`src/mii_mgmt_pkg.sv`:
```
// shared constants and carrier types for the management slave and phy master
// assumes a single 20 MHz system clock for all logic
package mii_mgmt_pkg;

    // timing
    localparam int CLK_PERIOD_NS   = 50;
    localparam int MDC_PERIOD_NS   = 400;
    localparam int MDC_DIV         = MDC_PERIOD_NS / CLK_PERIOD_NS;
    localparam int OUT_DELAY_NS    = 120;
    localparam int OUT_DELAY_CYC   = (OUT_DELAY_NS / CLK_PERIOD_NS < 1) ? 1 : OUT_DELAY_NS / CLK_PERIOD_NS;
    localparam int SAMPLE_LEAD_NS  = 40;
    localparam int SAMPLE_LEAD_CYC = (SAMPLE_LEAD_NS + CLK_PERIOD_NS - 1) / CLK_PERIOD_NS;

    // register byte offsets
    localparam logic [9:0] OFS_PHY_DATA   = 10'h0A4;
    localparam logic [9:0] OFS_PHY_ACCESS = 10'h0A8;
    localparam logic [9:0] OFS_BYTE_TEST  = 10'h064;
    localparam logic [9:0] OFS_HARDWARE_CONFIG_REG     = 10'h074;
    localparam logic [9:0] OFS_POWER_MGMT_CONTROL_REG   = 10'h084;
    localparam logic [9:0] OFS_RESET_CONTROL_REG  = 10'h1F8;

    // access register fields and the hardware config ready bit
    localparam int ACC_PHY_LSB  = 11;
    localparam int ACC_IDX_LSB  = 6;
    localparam int ACC_WSEL_BIT = 1;
    localparam int ACC_BUSY_BIT = 0;
    localparam int HWCFG_READY_BIT = 27;

    // reset values and patterns
    localparam logic [15:0] PHY_DATA_RST      = 16'h0000;
    localparam logic [31:0] BYTE_TEST_PATTERN = 32'h5A3CC3A5;

    // frame fields
    localparam logic [5:0] PREAMBLE_LEN = 6'h20;
    localparam logic [1:0] FRM_START    = 2'h1;
    localparam logic [1:0] OP_READ      = 2'h2;
    localparam logic [1:0] OP_WRITE     = 2'h1;
    localparam logic [1:0] TA_WRITE     = 2'h2;
    localparam logic [5:0] HDR_BITS     = 6'h0C;
    localparam logic [6:0] FRAME_BITS   = 7'h40;
    localparam logic [6:0] TA_FIRST_BIT = 7'h2E;
    localparam logic [6:0] DATA_FIRST   = 7'h31;

    typedef struct packed {
        logic        start;
        logic        write;
        logic [4:0]  target_device_number;
        logic [4:0]  reg_idx;
        logic [15:0] wdata;
    } phy_cmd_type;

    typedef struct packed {
        logic        done;
        logic [15:0] rdata;
    } phy_rsp_type;

    typedef struct packed {
        logic clk;
        logic dout;
        logic oe;
    } mgmt_pins_type;

    typedef struct packed {
        logic        valid;
        logic [9:0]  addr;
        logic [31:0] data;
    } loader_wr_type;

endpackage

```
`src/phy_mgmt_master.sv`:
```
// serialiser that runs management frames to the phys on its own divided clock
// assumes commands arrive only while idle and the data line has a pull-up
`timescale 1ns/1ns
`default_nettype none
module phy_mgmt_master import mii_mgmt_pkg::*; (
    input  wire logic          ref_clk,
    input  wire logic          rstn,
    input  wire phy_cmd_type   cmd,
    input  wire logic          mdio_in,
    output var  phy_rsp_type   rsp,
    output var  mgmt_pins_type pins
);
    localparam logic [2:0] LAST_PHASE = 3'(MDC_DIV - 1);
    localparam logic [2:0] HALF_PHASE = 3'(MDC_DIV / 2);
    localparam logic [2:0] CHG_PHASE  = 3'(OUT_DELAY_CYC - 1);
    localparam logic [2:0] SMP_PHASE  = 3'(SAMPLE_LEAD_CYC);

    typedef enum logic {M_IDLE, M_RUN} mst_state_type;

    typedef struct packed {
        mst_state_type state;
        logic [2:0]    phase;
        logic          mdc;
        logic          dout;
        logic          oe;
        logic [6:0]    bit_cnt;
        logic [63:0]   shift;
        logic          write;
        logic [15:0]   rdata;
        logic          done;
        logic [1:0]    din_s;
    } mst_st_type;

    mst_st_type st_r;
    mst_st_type st_nxt;

    always_comb begin
        logic [2:0] ph;
        ph = (st_r.phase == LAST_PHASE) ? 3'h0 : st_r.phase + 3'h1;
        st_nxt = st_r;
        st_nxt.phase = ph;
        st_nxt.mdc = (ph < HALF_PHASE);                    // [RQ11] [RQ24]
        st_nxt.din_s = {st_r.din_s[0], mdio_in};
        st_nxt.done = 1'h0;
        case (st_r.state)
            M_IDLE: begin
                st_nxt.oe = 1'h0;                          // [RQ15]
                if (cmd.start) begin
                    st_nxt.state = M_RUN;
                    st_nxt.bit_cnt = 7'h00;
                    st_nxt.write = cmd.write;
                    st_nxt.shift = {32'hFFFFFFFF, FRM_START, cmd.write ? OP_WRITE : OP_READ,
                                    cmd.target_device_number, cmd.reg_idx, TA_WRITE, cmd.wdata};  // [RQ12] [RQ10]
                end
            end
            M_RUN: begin
                if (st_r.phase == SMP_PHASE && !st_r.write && st_r.bit_cnt >= DATA_FIRST) begin
                    st_nxt.rdata = {st_r.rdata[14:0], st_r.din_s[1]};  // [RQ17]
                end
                if (st_r.phase == CHG_PHASE) begin             // [RQ16]
                    if (st_r.bit_cnt == FRAME_BITS) begin
                        st_nxt.oe = 1'h0;                      // [RQ15]
                        st_nxt.state = M_IDLE;
                        st_nxt.done = 1'h1;
                    end else begin
                        st_nxt.dout = st_r.shift[63];          // [RQ12] [RQ14]
                        st_nxt.shift = {st_r.shift[62:0], 1'h0};
                        st_nxt.oe = st_r.write || (st_r.bit_cnt < TA_FIRST_BIT);
                        st_nxt.bit_cnt = st_r.bit_cnt + 7'h01;
                    end
                end
            end
            default: st_nxt.state = M_IDLE;
        endcase
    end

    always_ff @(posedge ref_clk or negedge rstn) begin
        if (!rstn) begin
            st_r <= '0;
            st_r.phase <= LAST_PHASE;
        end else begin
            st_r <= st_nxt;
        end
    end

    assign pins = '{clk: st_r.mdc, dout: st_r.dout, oe: st_r.oe};
    assign rsp  = '{done: st_r.done, rdata: st_r.rdata};
endmodule
`default_nettype wire

```
`src/mii_mgmt_slave_and_phy_master.sv`:
```
// management block: serial slave on the host pins plus the phy management master
// assumes slave_enable and device_ready come from logic on ref_clk
// Operation
// (RQ1) host polls byte test, then ready bit
// (RQ2) disable mid-pair leaves no half pending
// (RQ3) host write frame: preamble through data
// (RQ4) slave never drives line during writes
// (RQ5) host writes both words back to back
// (RQ6) second write half merged without checking
// (RQ7) host avoids writes to unused addresses
// (RQ8) slave output changes shortly after clock rise
// (RQ9) slave samples data on clock rise
// (RQ10) master serialises commands to the phys
// (RQ11) master clock 2.5 MHz, even, free-running
// (RQ12) master frame: preamble, start, op, addresses
// (RQ13) phy drives read turnaround zero, data
// (RQ14) master write turnaround one then zero
// (RQ15) master releases data line when idle
// (RQ16) master data changes 120 ns after rise; code changes it 100 ns (2 system clocks) after rise
// (RQ17) master samples 40 ns before rise; code samples the line on the same system clock edge that raises the clock
// (RQ18) software loads data before access write
// (RQ19) read result lands in data register
// (RQ20) data read selects phy or software value
// (RQ21) loader may only write the registers
// (RQ22) access write sets busy, completion clears
// (RQ23) access register field layout
// (RQ24) master clock divided from system clock
`timescale 1ns/1ns
`default_nettype none
module mii_mgmt_slave_and_phy_master import mii_mgmt_pkg::*; (
    input  wire logic          ref_clk,
    input  wire logic          rstn,
    input  wire logic          host_mdc,
    input  wire logic          host_mdio_in,
    output logic               host_mdio_out,
    output logic               host_mdio_oe,
    input  wire logic          slave_enable,
    input  wire logic          device_ready,
    input  wire loader_wr_type loader_wr,
    input  wire logic          port0_mgmt_data_pin_in,
    output logic               port0_mgmt_clock_pin,
    output logic               port0_mgmt_data_pin_out,
    output logic               port0_mgmt_data_pin_oe
);
    typedef enum logic [2:0] {S_PRE, S_START, S_HDR, S_RD, S_WR} slv_state_type;

    typedef struct packed {
        slv_state_type state;
        logic [5:0]    cnt;
        logic [11:0]   hdr;
        logic [15:0]   sh;
        logic          oe;
        logic          dout;
        logic [2:0]    mdc_s;
        logic [1:0]    dio_s;
        logic          rd_pend;
        logic          rd_hi;
        logic [31:0]   rd_latch;
        logic          wr_pend;
        logic          wr_hi;
        logic [15:0]   wr_half;
        logic [15:0]   sw_data;
        logic [15:0]   phy_rd;
        logic [4:0]    target_device_number;
        logic [4:0]    reg_idx;
        logic          wsel;
        logic          busy;
        logic          start;
    } top_st_type;

    top_st_type    st_r;
    top_st_type    st_nxt;
    phy_rsp_type   rsp;
    mgmt_pins_type pins;
    phy_cmd_type   cmd;
    logic          mdc_rise;
    logic          bit_in;
    logic          wr_go;
    logic [9:0]    wr_addr;
    logic [31:0]   wr_data;

    function automatic logic [31:0] rd_mux(input top_st_type s, input logic [9:0] a, input logic rdy);
        logic [31:0] v;
        v = 32'h00000000;
        case (a)
            OFS_PHY_DATA:   v = {16'h0000, s.wsel ? s.sw_data : s.phy_rd};  // [RQ20]
            OFS_PHY_ACCESS: begin
                v[ACC_PHY_LSB +: 5] = s.target_device_number;                            // [RQ23]
                v[ACC_IDX_LSB +: 5] = s.reg_idx;
                v[ACC_WSEL_BIT]     = s.wsel;
                v[ACC_BUSY_BIT]     = s.busy;
            end
            OFS_BYTE_TEST:  v = BYTE_TEST_PATTERN;
            OFS_HARDWARE_CONFIG_REG:     v[HWCFG_READY_BIT] = rdy;
            default:        v = 32'h00000000;
        endcase
        return v;
    endfunction

    function automatic logic is_single_word(input logic [9:0] a);
        return (a == OFS_BYTE_TEST) || (a == OFS_HARDWARE_CONFIG_REG) || (a == OFS_POWER_MGMT_CONTROL_REG) || (a == OFS_RESET_CONTROL_REG);
    endfunction

    assign mdc_rise = st_r.mdc_s[1] && !st_r.mdc_s[2];
    assign bit_in   = st_r.dio_s[1];

    always_comb begin
        logic [11:0] hn;
        logic [9:0]  ra;
        logic [31:0] fresh;
        hn = {st_r.hdr[10:0], bit_in};
        ra = {hn[8:5], hn[4:1], 2'h0};
        fresh = rd_mux(st_r, ra, device_ready);
        st_nxt = st_r;
        st_nxt.mdc_s = {st_r.mdc_s[1:0], host_mdc};
        st_nxt.dio_s = {st_r.dio_s[0], host_mdio_in};
        st_nxt.start = 1'h0;
        wr_go = 1'h0;
        wr_addr = 10'h000;
        wr_data = 32'h00000000;
        if (!slave_enable) begin
            st_nxt.state = S_PRE;                                // [RQ2]
            st_nxt.cnt = 6'h00;
            st_nxt.oe = 1'h0;
            st_nxt.rd_pend = 1'h0;
            st_nxt.wr_pend = 1'h0;
        end else if (mdc_rise) begin                             // [RQ9] [RQ8]
            case (st_r.state)
                S_PRE: begin
                    if (bit_in) begin
                        st_nxt.cnt = (st_r.cnt == PREAMBLE_LEN) ? st_r.cnt : st_r.cnt + 6'h01;
                    end else begin
                        st_nxt.state = (st_r.cnt == PREAMBLE_LEN) ? S_START : S_PRE;
                        st_nxt.cnt = 6'h00;
                    end
                end
                S_START: begin
                    st_nxt.state = bit_in ? S_HDR : S_PRE;
                    st_nxt.cnt = 6'h00;
                end
                S_HDR: begin
                    st_nxt.hdr = hn;
                    st_nxt.cnt = st_r.cnt + 6'h01;
                    if (st_r.cnt == HDR_BITS - 6'h01) begin
                        st_nxt.cnt = 6'h00;
                        st_nxt.state = S_PRE;
                        if (hn[9] && hn[11:10] == OP_READ) begin
                            st_nxt.state = S_RD;
                            if (is_single_word(ra)) begin
                                st_nxt.sh = hn[0] ? fresh[31:16] : fresh[15:0];  // [RQ2]
                            end else if (st_r.rd_pend && st_r.rd_hi != hn[0]) begin
                                st_nxt.sh = hn[0] ? st_r.rd_latch[31:16] : st_r.rd_latch[15:0];
                                st_nxt.rd_pend = 1'h0;
                            end else begin
                                st_nxt.rd_latch = fresh;
                                st_nxt.sh = hn[0] ? fresh[31:16] : fresh[15:0];
                                st_nxt.rd_pend = 1'h1;
                                st_nxt.rd_hi = hn[0];
                            end
                        end else if (hn[9] && hn[11:10] == OP_WRITE) begin
                            st_nxt.state = S_WR;
                        end
                    end
                end
                S_RD: begin
                    st_nxt.cnt = st_r.cnt + 6'h01;
                    if (st_r.cnt == 6'h00) begin
                        st_nxt.oe = 1'h1;
                        st_nxt.dout = 1'h0;
                    end else if (st_r.cnt <= 6'h10) begin
                        st_nxt.dout = st_r.sh[15];
                        st_nxt.sh = {st_r.sh[14:0], 1'h0};
                    end else begin
                        st_nxt.oe = 1'h0;
                        st_nxt.state = S_PRE;
                        st_nxt.cnt = 6'h00;
                    end
                end
                S_WR: begin
                    st_nxt.oe = 1'h0;                            // [RQ4]
                    st_nxt.cnt = st_r.cnt + 6'h01;
                    if (st_r.cnt >= 6'h02) begin
                        st_nxt.sh = {st_r.sh[14:0], bit_in};
                    end
                    if (st_r.cnt == 6'h11) begin
                        st_nxt.state = S_PRE;
                        st_nxt.cnt = 6'h00;
                        if (!st_r.wr_pend) begin
                            st_nxt.wr_pend = 1'h1;
                            st_nxt.wr_hi = st_r.hdr[0];
                            st_nxt.wr_half = {st_r.sh[14:0], bit_in};
                        end else begin
                            st_nxt.wr_pend = 1'h0;               // [RQ6]
                            wr_go = 1'h1;
                            wr_addr = {st_r.hdr[8:5], st_r.hdr[4:1], 2'h0};
                            wr_data = st_r.wr_hi ? {st_r.wr_half, st_r.sh[14:0], bit_in}
                                                 : {st_r.sh[14:0], bit_in, st_r.wr_half};
                        end
                    end
                end
                default: st_nxt.state = S_PRE;
            endcase
        end
        if (!wr_go && loader_wr.valid) begin                     // [RQ21]
            wr_go = 1'h1;
            wr_addr = loader_wr.addr;
            wr_data = loader_wr.data;
        end
        if (wr_go && !st_r.busy) begin
            if (wr_addr == OFS_PHY_DATA) begin
                st_nxt.sw_data = wr_data[15:0];
            end
            if (wr_addr == OFS_PHY_ACCESS) begin
                st_nxt.target_device_number = wr_data[ACC_PHY_LSB +: 5];     // [RQ23]
                st_nxt.reg_idx = wr_data[ACC_IDX_LSB +: 5];
                st_nxt.wsel = wr_data[ACC_WSEL_BIT];
                st_nxt.busy = 1'h1;                              // [RQ22]
                st_nxt.start = 1'h1;
            end
        end
        if (rsp.done) begin
            st_nxt.busy = 1'h0;                                  // [RQ22]
            if (!st_r.wsel) begin
                st_nxt.phy_rd = rsp.rdata;                       // [RQ19]
            end
        end
    end

    always_ff @(posedge ref_clk or negedge rstn) begin
        if (!rstn) begin
            st_r <= '0;
            st_r.sw_data <= PHY_DATA_RST;
            st_r.phy_rd <= PHY_DATA_RST;
        end else begin
            st_r <= st_nxt;
        end
    end

    assign cmd = '{start: st_r.start, write: st_r.wsel, target_device_number: st_r.target_device_number,
                   reg_idx: st_r.reg_idx, wdata: st_r.sw_data};   // [RQ10]

    phy_mgmt_master i_phy_mgmt_master (
        .ref_clk (ref_clk),
        .rstn    (rstn),
        .cmd     (cmd),
        .mdio_in (port0_mgmt_data_pin_in),
        .rsp     (rsp),
        .pins    (pins)
    );

    assign host_mdio_out           = st_r.dout;
    assign host_mdio_oe            = st_r.oe;
    assign port0_mgmt_clock_pin    = pins.clk;
    assign port0_mgmt_data_pin_out = pins.dout;
    assign port0_mgmt_data_pin_oe  = pins.oe;
endmodule
`default_nettype wire

```
`config.mk`:
```
export PLATFORM = sky130hd
export DESIGN_NAME = mii_mgmt_slave_and_phy_master
export DESIGN_NICKNAME = d
export VERILOG_FILES = /design/src/mii_mgmt_pkg.sv /design/src/phy_mgmt_master.sv /design/src/mii_mgmt_slave_and_phy_master.sv
export SDC_FILE = /design/constraint.sdc
export NUM_CORES = 1
export LEC_CHECK = 0
export BUFFER_PORTS_ARGS = -buffer_cell sky130_fd_sc_hd__buf_2
export CORE_MARGIN = 2
export CORE_UTILIZATION = 50
export CTS_CLUSTER_DIAMETER = 150
export CTS_CLUSTER_SIZE = 16
export DETAILED_ROUTE_END_ITERATION = 7
export PLACE_DENSITY = 0.77
export SYNTH_ARGS = -nofsm -noshare
export SYNTH_HDL_FRONTEND = slang
export SYNTH_SLANG_ARGS = --single-unit
export TNS_END_PERCENT = 30
```
`constraint.sdc`:
```
create_clock -name ref_clk -period 2.9 [get_ports ref_clk]
set_input_delay 0.435 -clock ref_clk [delete_from_list [all_inputs] [get_ports ref_clk]]
set_output_delay 0.435 -clock ref_clk [all_outputs]
set_load 0.03 [all_outputs]
```
==> metrics.txt <==
routability cong. 0.866; XOR/XNOR share of the synthesized area 0.667%; worst setup path class reg2reg; unique cell type count in the Yosys netlist 70; CP required 3290 ps; final WL 23.2 mm; DR vias 7644; cells after synthesis 1011; Max Clock Freq 386 MHz; register area share after synthesis 53.4%; share of cells above drive strength 1 19.8%; Relative slew margins 43.8%; # nets final 1098; DRT Pass-1 Iters 5; Final Max Tran Viols 0; main combinational cell family by area after synthesis simple AND/OR/NAND/NOR gates; GR Overflow Total 0; Max VDD drop 0.372 mV; # fillers 1751; CTS tree done; status completed; Setup Viol. Count Final 0; Final Skew 27.7 ps; Die Wd 149 um; Residual DRC 0; Post-DP HPWL 15.8 mm; count leader, synth dfrtp_1; I/O pins 55; TritonCTS Sinks 224; Synth Net Count 1070; Die Area 22200 sq um; Num CTS Buffers 17; syn avg cell area 10.4 sq um; vias per cell 5.80; TNS Setup 0 ps; I/O Buffers 38; overall power 5510 uW; critical path endpoint category flop; largest net degree at the start of global routing 69; Startpoint Class flop; initial core utilization 50.5%; first-pass GRT wire length 38.6 mm; synth cell count leaders dfrtp_1, nand2_1, mux2_2; min-delay worst type in2reg; synth warn 0; ranking of synthesized cells by area dfrtp_1, mux2_2, nand2_1; simple-gate share of the synthesized area 17.9%; crit path max fanout 21; LEAKAGE 0.00544 uW; top cell type's share of synthesized area 52.6%; largest area contributor in the synthesized netlist dfrtp_1; Post-CTS Setup Bufs 0; Synth Register Bits 224; Post-synth EDFFs 0; Antenna Violating Nets Remaining 0; Final Hold Vio Count 0; post-synthesis mux area share 12.5%; Synth Area in Adders 1.07%; Final Critical Period 2590 ps; ys flop type dfrtp_1; Max-Cap Viols 0; drt wl/cell 17.6 um; clock latency on the worst-skew pair 490 ps; clk buf depth 3; initial antenna violation count 0; number of diodes 0; height of the die 149 um; Area Growth Syn to Fin 9.91%; async set-or-reset flop fraction in the synthesized netlist 100%; vias in the first global route 7568; RSZ-0062 raised after global routing false; core area 20800 sq um; period utilisation layout 89.3%; Synth Area in Compound Gates 11.2%; initial DRC count 582; CTS root buffer clkbuf_16; Worst Path Arrival 2980 ps; pwr dens 477 nW/um^2; H-tree levels 1; FP Rows 53; Global Route Usage Sum 21.4%; Tightest Pin Transition 843 ps; Mapped Area 10500 sq um; Clk pin slew, worst setup/hold paths 70 ps
[path summary, 6_finish.rpt]
path | start | to | slack, ps | cells after the start
min in group asynchronous | rstn | cmd[25] | 520 | 2
min reg2reg | st_nxt[100] | st_nxt[101] | 350 | 0
min | host_mdc | st_nxt[100] | 50 | 1
max in group asynchronous | rstn | i_phy_mgmt_master.rsp[2] | 1590 | 3
max reg2reg | st_r[123] | cmd[9] | 310 | 7
max | st_r[123] | cmd[9] | 310 | 7
[registers in the layout (all words and copies together), names as in the netlist]
signal,count
i_phy_mgmt_master.pins,3
st_r,92
i_phy_mgmt_master.st_nxt,1
st_nxt,3
cmd,28
host_mdio_out,1
bit_in,1
i_phy_mgmt_master.rsp,17
host_mdio_oe,1
i_phy_mgmt_master.st_r,77
[cell type report]
cell class                 count  area [sq um]  area share, %
clock inverter                 1          8.76         0.0758
sequential                   224          5610           48.5
multi-input combinational    707          4580           39.7
inverter                      15          56.3          0.487
tap                          275           344           2.98
clock buffer                  22           444           3.84
timing repair buffer          74           510           4.42
[placed cells by master, fill, tap and decap left out, types with 4 or more instances in the layout]
cell type and n:
a21oi_1 42, a22o_1 4, a22oi_1 41, a31oi_1 25
and2_1 4, and3_1 6, buf_2 37, buf_4 32
clkbuf_1 5, clkbuf_16 17, dfrtp_1 221, ha_1 9
inv_1 15, mux2_2 91, mux2i_1 26, nand2_1 155
nand2b_1 13, nand3_1 63, nand3b_1 4, nand4_1 6
nor2_1 81, nor2b_1 13, nor3_1 11, o211ai_1 4
o21ai_0 27, o22ai_1 6, o31ai_1 4, xor2_1 6
[what timing repair did]
action / 4_1_cts / 5_1_grt
hold buffers: 1 / 0
resized for setup: 0 / 0
hold endpoints to repair: 64 / 0
[cells by family after synthesis]
group           count (synthesis)
flops                         224
compound gates                180
fa+ha+maj                       9
xor+xnor                        8
mux                           120
simple gates                  390
buf+inv                        80
[routing by layer]
layer  vias to the layer above  share of wire [%]  global-route usage [%]
met4                         0                2.3                    6.71
met2                       214                 48                    34.4
met5                         -                  0                       0
li1                       3622                  -                       -
met1                      3775                 45                    30.3
met3                        33                5.3                    3.03
[report_power, final]
part           switching, uW  internal, uW
clock network           1040          1070
logic                    147          66.5
registers               24.6          3150
[stage by stage]
stage               hold slack [ps]  cells  util, %  area (sq um)  setup slack, ps
floorplan                       139   1011        -         10500              644
global placement                335   1294     53.3         11100              386
detailed placement              337   1294     53.3         11100              350
CTS                            31.6   1318     55.5         11600              363
global route                   35.3   1318     55.5         11600              157
finish                         50.1   1318     55.5         11600              309
[worst max-delay path, stage by stage, from the launching register on]
cell and delay [ps]:
dfrtp_1 470, or4b_1 590, nor3b_1 290, nand3b_1 130, o21ai_2 460, buf_4 350
nor2_1 70, a21oi_1 130
(Power assumes the default switching activity.)
